==> config.mk <==
export PLATFORM = sky130hd
export DESIGN_NAME = osc_output_stage_config
export DESIGN_NICKNAME = d
export VERILOG_FILES = /design/src/osc_pkg.sv /design/src/osc_output_stage_config.sv
export VERILOG_INCLUDE_DIRS = /design/src
export SDC_FILE = /design/constraint.sdc
export NUM_CORES = 1
export LEC_CHECK = 0
export BUFFER_PORTS_ARGS = -buffer_cell sky130_fd_sc_hd__buf_2
export CAP_MARGIN = 15
export CORE_MARGIN = 2
export CORE_UTILIZATION = 62
export DETAILED_ROUTE_END_ITERATION = 6
export GPL_ROUTABILITY_DRIVEN = 0
export PLACE_DENSITY_LB_ADDON = 0.3
export SLEW_MARGIN = 40
export SYNTH_ARGS = -nofsm -noshare
export SYNTH_HDL_FRONTEND = slang
export SYNTH_SLANG_ARGS = --single-unit
==> constraint.sdc <==
create_clock -name clk_sys_i -period 2.9 [get_ports clk_sys_i]
set_input_delay 0.29 -clock clk_sys_i [delete_from_list [all_inputs] [get_ports clk_sys_i]]
set_output_delay 0.29 -clock clk_sys_i [all_outputs]
set_load 0.01 [all_outputs]
==> src/osc_consts.svh <==
// constants for the sequencing output stage configuration block
// Notes on behaviour
// - polarity bit per output, 1 active-high
// - 3-bit stage decode for outputs 1-4
// - stage field positions per output group
// - 4-bit stage decode for outputs 5-8
// - reduced variant: input 5/6 codes unused
// - 3-bit timeout field selects eight periods
// - open-drain or weak pullup on every output
// - charge pump only on outputs 1-4, only 1-2 in the reduced variant
// - push-pull only on 5-8, input referenced
// - each output asserts only from its own enabled dependency source bit
// - reset: all zero, polarity all ones
`ifndef OSC_CONSTS_SVH
`define OSC_CONSTS_SVH
`define OSC_ADDR_OUT1    8'h11
`define OSC_ADDR_OUT2    8'h15
`define OSC_ADDR_OUT3    8'h1C
`define OSC_ADDR_OUT4    8'h23
`define OSC_ADDR_OUT5    8'h2A
`define OSC_ADDR_OUT6    8'h31
`define OSC_ADDR_OUT7    8'h35
`define OSC_ADDR_OUT8    8'h39
`define OSC_ADDR_POL     8'h3A
`define OSC_RST_CFG      8'h00
`define OSC_RST_POL      8'hFF
`define OSC_STG12_HI     6
`define OSC_STG12_LO     4
`define OSC_STG34_HI     7
`define OSC_STG34_LO     5
`define OSC_STG58_HI     7
`define OSC_STG58_LO     4
`define OSC_TMO_HI       3
`define OSC_TMO_LO       1
`define OSC_TMO34_HI     4
`define OSC_TMO34_LO     2
`define OSC_CLK_HZ       25000000
`define OSC_TICK_US      25
`define OSC_TICK_CYC     ((`OSC_CLK_HZ / 1000000) * `OSC_TICK_US)
`define OSC_T0_TICKS     1
`define OSC_T1_TICKS     62
`define OSC_T2_TICKS     250
`define OSC_T3_TICKS     1000
`define OSC_T4_TICKS     2000
`define OSC_T5_TICKS     8000
`define OSC_T6_TICKS     16000
`define OSC_T7_TICKS     64000
`endif

==> src/osc_pkg.sv <==
// types for the sequencing output stage configuration block
package osc_pkg;
	typedef enum logic [3:0] {
		OSC_STG_OPEN_DRAIN,
		OSC_STG_PULLUP_IN3,
		OSC_STG_PULLUP_IN4,
		OSC_STG_PULLUP_IN5,
		OSC_STG_PULLUP_IN6,
		OSC_STG_PULLUP_RAIL,
		OSC_STG_CHARGE_PUMP,
		OSC_STG_PUSHPULL_IN3,
		OSC_STG_PUSHPULL_IN4,
		OSC_STG_PUSHPULL_IN5,
		OSC_STG_PUSHPULL_IN6,
		OSC_STG_UNUSED
	} osc_stage_t;
	typedef struct packed {
		logic       write;
		logic [7:0] addr;
		logic [7:0] wdata;
	} osc_req_t;
	typedef struct packed {
		logic [7:0][7:0] cfg;
		logic [7:0]      pol;
		logic [7:0]      pre;
		logic [7:0][16:0] cnt;
		logic [9:0]      tick_div;
		logic [7:0]      rdata;
		logic            hit;
	} osc_state_t;
endpackage

==> src/osc_output_stage_config.sv <==
// register file, stage decode and deassertion timers for the sequencing outputs
`timescale 1ns/1ps
`default_nettype none
`include "osc_consts.svh"
module osc_output_stage_config #(
	parameter bit          REDUCED  = 1'b0,
	parameter int unsigned TICK_CYC = `OSC_TICK_CYC
) (
	input  wire logic             clk_sys_i,
	input  wire logic             resetn_i,
	input  wire osc_pkg::osc_req_t req_i,
	output logic [7:0]            rdata_o,
	output logic                  hit_o,
	input  wire logic [7:0]       cond_src_i,
	input  wire logic [7:0]       dep_en_i,
	output logic [7:0]            seq_out_o,
	output logic [7:0]            seq_out_oe_o,
	output logic [7:0]            seq_asserted_o,
	output osc_pkg::osc_stage_t [7:0] stage_o
);
	import osc_pkg::*;

	osc_state_t st_r;
	osc_state_t st_nxt;
	logic [7:0] src_meta_r;
	logic [7:0] src_sync_r;

	function automatic logic [7:0] osc_addr(input int i);
		case (i)
			0: osc_addr = `OSC_ADDR_OUT1;
			1: osc_addr = `OSC_ADDR_OUT2;
			2: osc_addr = `OSC_ADDR_OUT3;
			3: osc_addr = `OSC_ADDR_OUT4;
			4: osc_addr = `OSC_ADDR_OUT5;
			5: osc_addr = `OSC_ADDR_OUT6;
			6: osc_addr = `OSC_ADDR_OUT7;
			default: osc_addr = `OSC_ADDR_OUT8;
		endcase
	endfunction

	function automatic logic [2:0] osc_tmo_field(input int i, input logic [7:0] r);
		if (i == 2 || i == 3)
			osc_tmo_field = r[`OSC_TMO34_HI:`OSC_TMO34_LO];
		else
			osc_tmo_field = r[`OSC_TMO_HI:`OSC_TMO_LO];
	endfunction

	function automatic logic [16:0] osc_tmo_ticks(input logic [2:0] c);
		case (c)
			3'h0: osc_tmo_ticks = 17'(`OSC_T0_TICKS);
			3'h1: osc_tmo_ticks = 17'(`OSC_T1_TICKS);
			3'h2: osc_tmo_ticks = 17'(`OSC_T2_TICKS);
			3'h3: osc_tmo_ticks = 17'(`OSC_T3_TICKS);
			3'h4: osc_tmo_ticks = 17'(`OSC_T4_TICKS);
			3'h5: osc_tmo_ticks = 17'(`OSC_T5_TICKS);
			3'h6: osc_tmo_ticks = 17'(`OSC_T6_TICKS);
			default: osc_tmo_ticks = 17'(`OSC_T7_TICKS);
		endcase
	endfunction

	// stage decode, unsupported codes fall to unused
	function automatic osc_stage_t osc_stage(input int i, input logic [7:0] r, input bit red);
		logic [3:0] c;
		c = 4'h0;
		osc_stage = OSC_STG_UNUSED;
		if (i < 2)
			c = {1'b0, r[`OSC_STG12_HI:`OSC_STG12_LO]};
		else if (i < 4)
			c = {1'b0, r[`OSC_STG34_HI:`OSC_STG34_LO]};
		else
			c = r[`OSC_STG58_HI:`OSC_STG58_LO];
		if (i < 4)
		begin
			case (c)
				4'h0: osc_stage = OSC_STG_OPEN_DRAIN;
				4'h1: osc_stage = OSC_STG_PULLUP_IN3;
				4'h2: osc_stage = OSC_STG_PULLUP_IN4;
				4'h3: osc_stage = OSC_STG_PULLUP_IN5;
				4'h4: osc_stage = OSC_STG_PULLUP_IN6;
				4'h5: osc_stage = OSC_STG_PULLUP_RAIL;
				4'h6: osc_stage = OSC_STG_CHARGE_PUMP;
				default: osc_stage = OSC_STG_UNUSED;
			endcase
		end
		else
		begin
			case (c)
				4'h0: osc_stage = OSC_STG_OPEN_DRAIN;
				4'h1: osc_stage = OSC_STG_PULLUP_IN3;
				4'h2: osc_stage = OSC_STG_PULLUP_IN4;
				4'h3: osc_stage = OSC_STG_PULLUP_IN5;
				4'h4: osc_stage = OSC_STG_PULLUP_IN6;
				4'h5: osc_stage = OSC_STG_PULLUP_RAIL;
				4'h6: osc_stage = OSC_STG_PUSHPULL_IN3;
				4'h7: osc_stage = OSC_STG_PUSHPULL_IN4;
				4'h8: osc_stage = OSC_STG_PUSHPULL_IN5;
				4'h9: osc_stage = OSC_STG_PUSHPULL_IN6;
				default: osc_stage = OSC_STG_UNUSED;
			endcase
		end
		if (red && (osc_stage == OSC_STG_PULLUP_IN5 || osc_stage == OSC_STG_PULLUP_IN6
			|| osc_stage == OSC_STG_PUSHPULL_IN5 || osc_stage == OSC_STG_PUSHPULL_IN6))
			osc_stage = OSC_STG_UNUSED;
		if (osc_stage == OSC_STG_CHARGE_PUMP && red && i > 1)
			osc_stage = OSC_STG_UNUSED;
	endfunction

	// dependency sources are asynchronous to this clock
	always_ff @(posedge clk_sys_i or negedge resetn_i)
	begin
		if (!resetn_i)
		begin
			src_meta_r <= 8'h00;
			src_sync_r <= 8'h00;
		end
		else
		begin
			src_meta_r <= cond_src_i;
			src_sync_r <= src_meta_r;
		end
	end

	always_comb
	begin
		logic tick;
		logic cond;
		osc_stage_t s;
		tick = 1'b0;
		cond = 1'b0;
		s = OSC_STG_UNUSED;
		st_nxt = st_r;
		st_nxt.hit = 1'b0;
		st_nxt.rdata = 8'h00;
		tick = (st_r.tick_div == 10'(TICK_CYC - 1));
		st_nxt.tick_div = tick ? 10'h000 : st_r.tick_div + 10'h001;
		if (req_i.addr == `OSC_ADDR_POL)
		begin
			st_nxt.hit = 1'b1;
			st_nxt.rdata = st_r.pol;
			if (req_i.write)
				st_nxt.pol = req_i.wdata;
		end
		for (int i = 0; i < 8; i++)
		begin
			if (req_i.addr == osc_addr(i))
			begin
				st_nxt.hit = 1'b1;
				st_nxt.rdata = st_r.cfg[i];
				if (req_i.write)
					st_nxt.cfg[i] = req_i.wdata;
			end
			cond = |(src_sync_r & dep_en_i) && dep_en_i[i] && src_sync_r[i];
			st_nxt.pre[i] = cond;
			if (cond)
				st_nxt.cnt[i] = osc_tmo_ticks(osc_tmo_field(i, st_r.cfg[i]));
			else if (tick && st_r.cnt[i] != 17'h00000)
				st_nxt.cnt[i] = st_r.cnt[i] - 17'h00001;
		end
	end

	always_ff @(posedge clk_sys_i or negedge resetn_i)
	begin
		if (!resetn_i)
		begin
			st_r <= '0;
			for (int i = 0; i < 8; i++)
				st_r.cfg[i] <= `OSC_RST_CFG;
			st_r.pol <= `OSC_RST_POL;
		end
		else
			st_r <= st_nxt;
	end

	always_comb
	begin
		logic act;
		osc_stage_t s;
		act = 1'b0;
		s = OSC_STG_UNUSED;
		rdata_o = st_r.rdata;
		hit_o = st_r.hit;
		for (int i = 0; i < 8; i++)
		begin
			s = osc_stage(i, st_r.cfg[i], REDUCED);
			if (i >= 4 && s == OSC_STG_CHARGE_PUMP)
				s = OSC_STG_UNUSED;
			if (i < 4 && (s >= OSC_STG_PUSHPULL_IN3 && s <= OSC_STG_PUSHPULL_IN6))
				s = OSC_STG_UNUSED;
			stage_o[i] = s;
			act = st_r.pre[i] || (st_r.cnt[i] != 17'h00000);
			seq_asserted_o[i] = act;
			seq_out_o[i] = st_r.pol[i] ? act : ~act;
			// open-drain and pullup drive low only
			if (s == OSC_STG_UNUSED)
				seq_out_oe_o[i] = 1'b0;
			else if (s >= OSC_STG_PUSHPULL_IN3 || s == OSC_STG_CHARGE_PUMP)
				seq_out_oe_o[i] = 1'b1;
			else
				seq_out_oe_o[i] = ~seq_out_o[i];
		end
	end
endmodule
`default_nettype wire

-- After elaboration in Yosys (flattened, before gate mapping)
Memories as Yosys holds them, arrays and structs flattened.
Index checks and enable logic that the tools add are counted.
Widths: inputs -> output; s select.
- memories kept: 4
- register bits: 251
- memory bits (read-only): 256
- input port bits: 35
- output and inout bits: 65
- word-level logic and storage cells: 331
- memories (name ; depth ; width ; read ports ; clocked after Yosys merged registers in ; wr ports ; line ; source):
    (name not given) ; 16 ; 4 ; 1 ; 0 ; 0 ; osc_output_stage_config.sv:87 ; case (c)
    (name not given) ; 16 ; 4 ; 1 ; 0 ; 0 ; osc_output_stage_config.sv:87 ;
    (name not given) ; 16 ; 4 ; 1 ; 0 ; 0 ; osc_output_stage_config.sv:87 ;
    (name not given) ; 16 ; 4 ; 1 ; 0 ; 0 ; osc_output_stage_config.sv:87 ;
- eq/ne operators: 102
- bitwise operators: 17
- magnitude comparators: 16
- $add $sub $neg: 9
- multiplexer cells: 78
- reduce and logical (&&, ||, !) cells: 82
- operators by type and width (kind ; number):
    $pmux 16 s7 ; 8
    $mux 17 ; 16
    $reduce_bool 17->1 ; 8
    $sub 17x1->17 const B ; 8
    $pmux 4 s7 ; 4
    $eq 3x3->1 const B ; 36
    $mux 9 ; 9
    $eq 3x2->1 const B ; 24
    $eq 4x3->1 const B ; 12
    $eq 8x6->1 const B ; 6
    $ge 4x3->1 const B ; 12
    $eq 3x1->1 const B ; 12
    $eq 4x4->1 const B ; 8
    $mux 4 ; 8
    $logic_and 1x1->1 ; 28
    $eq 8x5->1 const B ; 3
    $logic_not 3->1 ; 8
    $mux 1 ; 24
    $mux 3 ; 8
    $reduce_and 2->1 ; 9
    $le 4x4->1 const B ; 4
    $logic_not 4->1 ; 4
    $logic_or 1x1->1 ; 16
    $not 1->1 ; 16
    other kinds (6) ; 13

-- Depth between registers and ports, before layout
Gate-level depths: netlist of the first run.
- depth in word-level cells: 10
- gate-level depth with buffers: 9
- mapped depth without buffers: 7

-- Worst setup path before layout of the first run
OpenSTA, ideal clock, no wires.
- path type: flip-flop to output port
- start: reg st_r[121] (netlist name)
- end: out seq_out_oe_o[6]
- cell stages (with the launch flop): 8
- data arrival time: 2.495 ns
- path buffers: 0
- path slack: 0.115 ns
- data required time: 2.610 ns
- path through: dfrtp_1 -> inv_1 -> ha_1 -> or4b_4 -> or4b_4 -> or3_1 -> xnor2_1 -> o21ai_1
- cells in the longest elaborated chain, start to end: 7
- ends and longest elaborated chain (what ; line ; source):
    start, declared ; osc_output_stage_config.sv:23 ; osc_state_t st_r;
    start signal, assigned ; osc_output_stage_config.sv:171 ; st_r <= st_nxt;
    $reduce_bool 17->1 * ; osc_output_stage_config.sv:190 ; act = st_r.pre[i] || (st_r.cnt[i] != 17'h00000);
    $logic_or 1x1->1 * ; osc_output_stage_config.sv:190 ;
    via seq_asserted_o[6] ; osc_output_stage_config.sv:18 ; output logic [7:0] seq_asserted_o,
    $not 1->1 ; osc_output_stage_config.sv:192 ; seq_out_o[i] = st_r.pol[i] ? act : ~act;
    $mux 1 * ; osc_output_stage_config.sv:192 ;
    via seq_out_o[6] ; osc_output_stage_config.sv:16 ; output logic [7:0] seq_out_o,
    $not 1->1 * ; osc_output_stage_config.sv:199 ; seq_out_oe_o[i] = ~seq_out_o[i];
    $mux 1 * ; osc_output_stage_config.sv:196 ; else if (s >= OSC_STG_PUSHPULL_IN3 || s == OSC_STG_CHARGE_PUMP)
    $mux 1 * ; osc_output_stage_config.sv:194 ; if (s == OSC_STG_UNUSED)
    end, declared ; osc_output_stage_config.sv:17 ; output logic [7:0] seq_out_oe_o,
The timed path passes the listed nets; every way through them passes the cells marked *.

-- Final worst setup path of the first run
- start: reg st_r[122] (netlist name)
- end: out seq_out_oe_o[6]
- cells in the longest elaborated chain, start to end: 7
- ends and longest elaborated chain (what ; line):
    $reduce_bool 17->1 * ; osc_output_stage_config.sv:190
    $logic_or 1x1->1 * ; osc_output_stage_config.sv:190
    $not 1->1 ; osc_output_stage_config.sv:192
    $mux 1 * ; osc_output_stage_config.sv:192
    $not 1->1 * ; osc_output_stage_config.sv:199
    $mux 1 * ; osc_output_stage_config.sv:196
    $mux 1 * ; osc_output_stage_config.sv:194
Mark *: on every way between the ends. The rest lies on a longest branch, timed or not.

==> impl_summary.txt, run 1 <==
----------------------------------------------------
[Global routing]
  Total overflow reported by the global router ... 0
  Overall routing resource usage ... 30.7%
  Global-route wire length before repair ... 62.2 mm
  Via count of the first global-routing pass ... 12300
  Largest net degree at the start of global routing ... 65
  Antenna violations before repair ... 0

[STA]
  Worst Max-Slew Pin Slew ... 0.827 ns
  Worst Clk Skew ... 0.0177 ns
  Final-report hold violation count ... 0
  Headroom to the max-slew limit ... 44.5%
  Highest clock frequency the design can meet ... 0.309 GHz
  Tcrit/Tclk final ... 111%
  Final count of pins violating max slew ... 0
  Unrepaired setup endpoints after global routing ... yes
  Least setup slack across all paths after layout ... -0.333 ns
  Minimum clock period after layout ... 3.23 ns
  Setup_tns ... -1.35 ns
  Setup violation total in the final timing report ... 6

[Run status]
  Violations in the final reports ... setup timing
  Result of the run ... finished, violations left

[Logic synthesis]
  Post-synthesis instance total ... 1557
  Proportion of synthesized chip area in sequential cells ... 42.6%
  Dominant synthesized flop cell ... sky130_fd_sc_hd__dfrtp_1
  Post-Synthesis Cell Area ... 0.0148 mm²
  Share of flip-flops with an asynchronous set or reset ... 100%
  Warnings from Yosys ... 0
  Top cells by area, synth ... sky130_fd_sc_hd__dfrtp_1 (41%), sky130_fd_sc_hd__mux2_2 (6.0%), sky130_fd_sc_hd__a21oi_1 (4.3%)
  Synthesized flop and latch total ... 251
  Dominant cell type by area after synthesis ... sky130_fd_sc_hd__dfrtp_1
  Number of synthesized flops with an enable pin ... 0
  Cell types with the highest counts after synthesis ... sky130_fd_sc_hd__dfrtp_1 (243), sky130_fd_sc_hd__nor2_1 (130), sky130_fd_sc_hd__a21oi_1 (126), sky130_fd_sc_hd__clkbuf_1 (89), sky130_fd_sc_hd__nand2_1 (89)
  Syn Area/Cell ... 9.48 µm²
  Syn nets ... 1629
  Post-synth cell types ... 83
  Most frequent cell after synthesis ... sky130_fd_sc_hd__dfrtp_1
  Post-synth top area share ... 41.2%

[Critical path]
  Worst reg2reg path depth ... 9
  Crit Path Max Fanout ... 2
  R2r setup slk ... 0.31 ns
  Crit Path Category ... flop to output port
  Timing startpoint of the critical path ... st_r[122]
  Crit path capture ... seq_out_oe_o[6]
  Setup crit start kind ... flop
  Arr. time, crit path ... 2.94 ns
  Worst flop-to-flop path startpoint ... st_r[105]
  Type of destination of the critical path ... output port
  Worst reg2reg path endpoint ... st_r[114]
  CP required ... 2.61 ns

[Power and ir drop]
  Pleak ... 7.50 nW
  Clock network power share ... 38.0%
  Net Sw Frac ... 29.0%
  Fraction of power consumed by sequential logic ... 46.5%
  Internal power ... 6.25 mW
  Portion of total power attributed to combinational logic ... 15.5%
  Total net switching power ... 2.55 mW
  Overall Power ... 8.80 mW
  Max rail drop VDD ... 0.397 mV
  PwrDens ... 515 mW/mm²

[Floorplanning]
  Vert. Die Dim ... 158 µm
  Die Area ... 0.0250 mm²
  Core region area ... 0.0234 mm²
  Chip Width ... 158 µm
  Count of pins on the block boundary ... 100
  Initial core utilization ... 63.0%
  Number of placement rows ... 56

[Layout]
  Ratio of cells with drive above 1 in the final layout ... 23.5%
  Synth-to-Final Area Change ... 15.9%
  Final core utilization ... 73.1%
  Final design area excluding fillers ... 0.0171 mm²
  Area used by sequential logic in the layout ... 0.00630 mm²
  Area used by multi-input combinational logic ... 0.00813 mm²
  Number of filler instances in the final layout ... 1704
  Final nets ... 1736

[Placement]
  Place WS ... -0.00660 ns
  Standard cell area after detailed placement ... 0.0157 mm²
  Detailed placer's ending HPWL ... 25.9 mm
  IO Port Bufs ... 99

[Clock tree]
  Insertion delay of the later-clocked pin in the worst-skew pair ... 0.54 ns
  Clock sink total ... 251
  Clock tree from TritonCTS ... done
  CTS clk-pin slew, worst paths ... 0.06 ns
  Cts bufs inserted ... 27
  Number of buffers between clock root and the deepest sink ... 3
  Level count of the clock H-tree ... 1
  Clock Root Buffer ... sky130_fd_sc_hd__clkbuf_16

[Job]
  Total of max-cap violations ... 0

[Detailed routing]
  Number of optimization iterations in the first detailed-route pass ... 6
  Routed vias/inst ... 6.47
  Count of vias placed by the detailed router ... 13000
  Post-route DRC ... 0
  Wire length per cell after detailed routing ... 19.2 µm
  Remaining antenna violation count after routing ... 0
  Wirelength, routed ... 38.6 mm
  Drt first-iter violations ... 1091

[Worst hold path]
  Hold crit path type ... input pin to flop

----------------------------------------------------
stage by stage:
stage / std cells / hold WS (ns)
after floorplan: 1557 / -0.00559
after global routing: 2003 / 0.127
after CTS: 1988 / 0.104
final: 2004 / 0.120
after detailed placement: 1920 / 0.261
after global placement: 1920 / 0.263
cells in the final DEF (no fill, tap or decap), types with 31 or more instances in the layout:
cell	Yosys	final
sky130_fd_sc_hd__inv_1	50	44
sky130_fd_sc_hd__mux2_2	79	79
sky130_fd_sc_hd__buf_4	8	71
sky130_fd_sc_hd__nor4_1	37	35
sky130_fd_sc_hd__or3_1	37	31
sky130_fd_sc_hd__a31oi_1	35	35
sky130_fd_sc_hd__a21oi_1	126	125
sky130_fd_sc_hd__dfrtp_1	243	237
sky130_fd_sc_hd__xnor2_1	63	56
sky130_fd_sc_hd__nor2_1	130	130
sky130_fd_sc_hd__buf_2	4	96
sky130_fd_sc_hd__xor2_1	43	43
sky130_fd_sc_hd__o21ai_0	72	71
sky130_fd_sc_hd__nor3_1	34	34
sky130_fd_sc_hd__nand2_1	89	89
sky130_fd_sc_hd__nand3_1	34	33
sky130_fd_sc_hd__ha_1	37	33
kinds of logic (layout without fill, tap and decap cells):
group / after synthesis / after routing / synth area share (%)
AO/OA/AOI/OAI: 392 / 392 / 16.9
XOR/XNOR: 106 / 106 / 6.29
adder cells (fa/ha/maj): 37 / 37 / 3.14
buffers and inverters: 157 / 284 / 4.28
flip-flops: 251 / 251 / 42.6
multiplexers: 103 / 103 / 7.66
other: 0 / 1 / 0
AND/OR/NAND/NOR: 511 / 511 / 19.1
power groups by stage:
stage	registers, mW	clock network (mW)	logic (mW)
after floorplan	4.01	0	0.893
after global placement	4.11	0	1.18
after detailed placement	4.13	0	1.22
after CTS	4.08	3.37	1.30
after global routing	4.13	3.54	1.51
final	4.10	3.35	1.36
what timing repair did:
| item | in CTS | in global routing |
|---|---|---|
| hold buffers | 9 | 0 |
| resized for setup | 38 | 28 |
| setup endpoints to repair | 17 | 16 |
| pin swaps | 8 | 11 |
| endpoints found under the hold margin | 66 | 0 |
| buffers inserted | 12 | 15 |
sequential cells by signal, summed over array words and instances, names as in the netlist:
signal	cells
st_r	226
rdata_o	8
src_meta_r	8
src_sync_r	8
hit_o	1
layer usage:
| layer | GRT usage [%] | wire length (µm) |
|---|---|---|
| met2 | 49.2 | 18000 |
| met1 | 42.5 | 16500 |
| met5 | 0 | 0 |
| met4 | 11.5 | 1240 |
| met3 | 4.93 | 2880 |
worst min-delay path by stage:
| stage | cells after the start | end | startpoint |
|---|---|---|---|
| floorplan | 0 | hit_o | resetn_i |
| global placement | 1 | st_r[94] | resetn_i |
| detailed placement | 1 | st_r[58] | resetn_i |
| CTS | 2 | st_r[163] | req_i[0] |
| global route | 2 | st_r[163] | req_i[0] |
| finish | 2 | st_r[163] | req_i[0] |
worst max-delay path, stage by stage (launching register included):
cell and delay, ns:
sky130_fd_sc_hd__dfrtp_1 0.38, sky130_fd_sc_hd__inv_2 0.08, sky130_fd_sc_hd__ha_4 0.13, sky130_fd_sc_hd__or4b_4 0.46, sky130_fd_sc_hd__or4b_4 0.49, sky130_fd_sc_hd__or3_4 0.44
sky130_fd_sc_hd__xnor2_4 0.17, sky130_fd_sc_hd__o21ai_2 0.12, sky130_fd_sc_hd__buf_2 0.14
final cells by class:
cell class,count,share of cell area [%]
antenna,1,0.0146
clock buffer,33,4.26
clock inverter,16,0.724
timing repair buffer,184,7.21
tap,319,2.33
inverter,51,1.12
multi-input combinational,1149,47.5
sequential,251,36.8
Power figures use the tool's default switching activity.
==> run 2, diff against run 1 <==
--- a/config.mk
+++ b/config.mk
@@ -13,6 +13,7 @@
 export DETAILED_ROUTE_END_ITERATION = 6
 export GPL_ROUTABILITY_DRIVEN = 0
 export PLACE_DENSITY_LB_ADDON = 0.3
+export RECOVER_POWER = 25
 export SLEW_MARGIN = 40
 export SYNTH_ARGS = -nofsm -noshare
 export SYNTH_HDL_FRONTEND = slang
==> impl_summary.txt, run 2 (synthesized netlist as in run 1, its figures left out) <==
----------------------------------------------------
[Critical path]
  Setup crit start kind ... flop
  Timing startpoint of the critical path ... st_r[122]
  CP required ... 2.61 ns
  Worst flop-to-flop path startpoint ... st_r[105]
  Type of destination of the critical path ... output port
  Crit Path Category ... flop to output port
  Arr. time, crit path ... 2.94 ns
  Crit Path Max Fanout ... 2

[Placement]
  Cell count after placement ... 1920
  Place WS ... -0.00660 ns
  IO Port Bufs ... 99
  Detailed placer's ending HPWL ... 25.9 mm

[Worst hold path]
  Hold crit path type ... input pin to flop
  Hold path startpoint ... req_i[0]

[Clock tree]
  Cts bufs inserted ... 27
  Insertion delay of the later-clocked pin in the worst-skew pair ... 0.54 ns
  Clock tree from TritonCTS ... done
  Clock sink total ... 251
  Clock Root Buffer ... sky130_fd_sc_hd__clkbuf_16
  CTS clk-pin slew, worst paths ... 0.06 ns
  Level count of the clock H-tree ... 1
  Number of buffers between clock root and the deepest sink ... 3

[Floorplanning]
  Core region area ... 0.0234 mm²
  Number of placement rows ... 56
  Chip Width ... 158 µm
  Initial core utilization ... 63.0%
  Vert. Die Dim ... 158 µm
  Count of pins on the block boundary ... 100
  Die Area ... 0.0250 mm²

[Layout]
  Number of filler instances in the final layout ... 1713
  Ratio of cells with drive above 1 in the final layout ... 23.2%
  Filler-free cell count of the finished design ... 2004
  Area used by sequential logic in the layout ... 0.00630 mm²
  Synth-to-Final Area Change ... 15.6%
  Final nets ... 1736
  Area used by multi-input combinational logic ... 0.00813 mm²
  Max FFs per register ... 226
  Commonest cells after routing, fill and taps aside ... sky130_fd_sc_hd__dfrtp_1 (237), sky130_fd_sc_hd__nor2_1 (130), sky130_fd_sc_hd__a21oi_1 (125)
  Most common library cell in the layout ignoring fill and taps ... sky130_fd_sc_hd__dfrtp_1
  Register bank with the most flops ... st_r

[STA]
  Minimum clock period after layout ... 3.23 ns
  Setup_tns ... -1.35 ns
  Tcrit/Tclk final ... 111%
  Setup violation total in the final timing report ... 5
  Highest clock frequency the design can meet ... 0.309 GHz
  Final count of pins violating max slew ... 65
  Final Hold Slack ... 0.118 ns
  Unrepaired setup endpoints after global routing ... yes
  Headroom to the max-slew limit ... -4.88%
  Worst Max-Slew Pin Slew ... 1.57 ns
  Worst Clk Skew ... 0.0183 ns
  Final-report hold violation count ... 0
  Least setup slack across all paths after layout ... -0.332 ns

[Global routing]
  Via count of the first global-routing pass ... 12300
  Total overflow reported by the global router ... 0
  Largest net degree at the start of global routing ... 65
  Overall routing resource usage ... 30.7%
  Global-route wire length before repair ... 62.2 mm
  Antenna violations before repair ... 0

[Detailed routing]
  Count of vias placed by the detailed router ... 12900
  Post-route DRC ... 0
  Wire length per cell after detailed routing ... 19.2 µm
  Number of optimization iterations in the first detailed-route pass ... 6
  Remaining antenna violation count after routing ... 0
  Wirelength, routed ... 38.5 mm
  Routed vias/inst ... 6.45
  Drt first-iter violations ... 972

[Power and ir drop]
  Max rail drop VDD ... 0.398 mV
  Pleak ... 7.47 nW
  PwrDens ... 516 mW/mm²

[Run status]
  Result of the run ... finished, violations left
  Violations in the final reports ... capacitance limit, slew limit, setup timing

[Job]
  Total of max-cap violations ... 1

----------------------------------------------------
-- run 2: cell count changes in the layout (fill, tap and decap cells not counted) --
cell                       before  now
sky130_fd_sc_hd__clkbuf_4       0    1
sky130_fd_sc_hd__buf_8          1    0
sky130_fd_sc_hd__buf_4         71   67
sky130_fd_sc_hd__buf_12         4    2
sky130_fd_sc_hd__clkbuf_1       3    7
sky130_fd_sc_hd__buf_2         96   97
sky130_fd_sc_hd__clkbuf_2       0    1
-- run 2: final cells by class --
class / instances / share of cell area, %
antenna: 1 / 0.0147
clock buffer: 33 / 4.27
clock inverter: 16 / 0.727
inverter: 51 / 1.12
multi-input combinational: 1149 / 47.7
sequential: 251 / 36.9
tap: 319 / 2.34
timing repair buffer: 184 / 6.92
-- run 2: worst max-delay path, stage by stage (launching register included) --
cell,delay (ns)
sky130_fd_sc_hd__dfrtp_1,0.38
sky130_fd_sc_hd__inv_2,0.08
sky130_fd_sc_hd__ha_4,0.13
sky130_fd_sc_hd__or4b_4,0.46
sky130_fd_sc_hd__or4b_4,0.49
sky130_fd_sc_hd__or3_4,0.44
sky130_fd_sc_hd__xnor2_4,0.17
sky130_fd_sc_hd__o21ai_2,0.12
sky130_fd_sc_hd__buf_2,0.14
-- run 2: repair_timing --
item                       CTS  global route
setup buffers               12            15
hold endpoints to repair    66             0
setup endpoints to repair   17            16
pin swaps                    8            11
hold buffers                 9             0
gates resized for setup     38            28
-- run 2: power by group --
group | internal, mW | total (mW) | switching, mW
Clock | 1.88 | 3.35 | 1.47
Sequential | 3.76 | 4.10 | 0.340
Combinational | 0.608 | 1.35 | 0.744
Total | 6.24 | 8.79 | 2.55
-- run 2: through the flow --
step / power [mW] / util [%] / instance area (µm²)
2_1_floorplan: 4.90 / - / 14800
3_3_place_gp: 5.30 / 66.9 / 15700
3_5_place_dp: 5.35 / 66.9 / 15700
4_1_cts: 8.75 / 72.1 / 16900
5_1_grt: 9.16 / 72.8 / 17000
6_report: 8.79 / 72.9 / 17000
-- run 2: worst paths after layout --
path                              endpoint  slack (ns)  cells after the start
max                        seq_out_oe_o[6]       -0.33                      8
max in group asynchronous        st_r[231]        0.43                      3
min reg2reg                  src_sync_r[7]        0.35                      0
min                              st_r[163]        0.12                      2
min in group asynchronous         st_r[58]        0.68                      2
max reg2reg                      st_r[114]        0.31                      9
-- run 2: routing by layer --
metal / vias up / part of all wire (%) / track usage [%]
li1: 5930 / - / -
met1: 6369 / 43 / 42.5
met2: 521 / 47 / 49.2
met3: 110 / 7.4 / 4.93
met4: 0 / 3.2 / 11.5
met5: - / 0 / 0
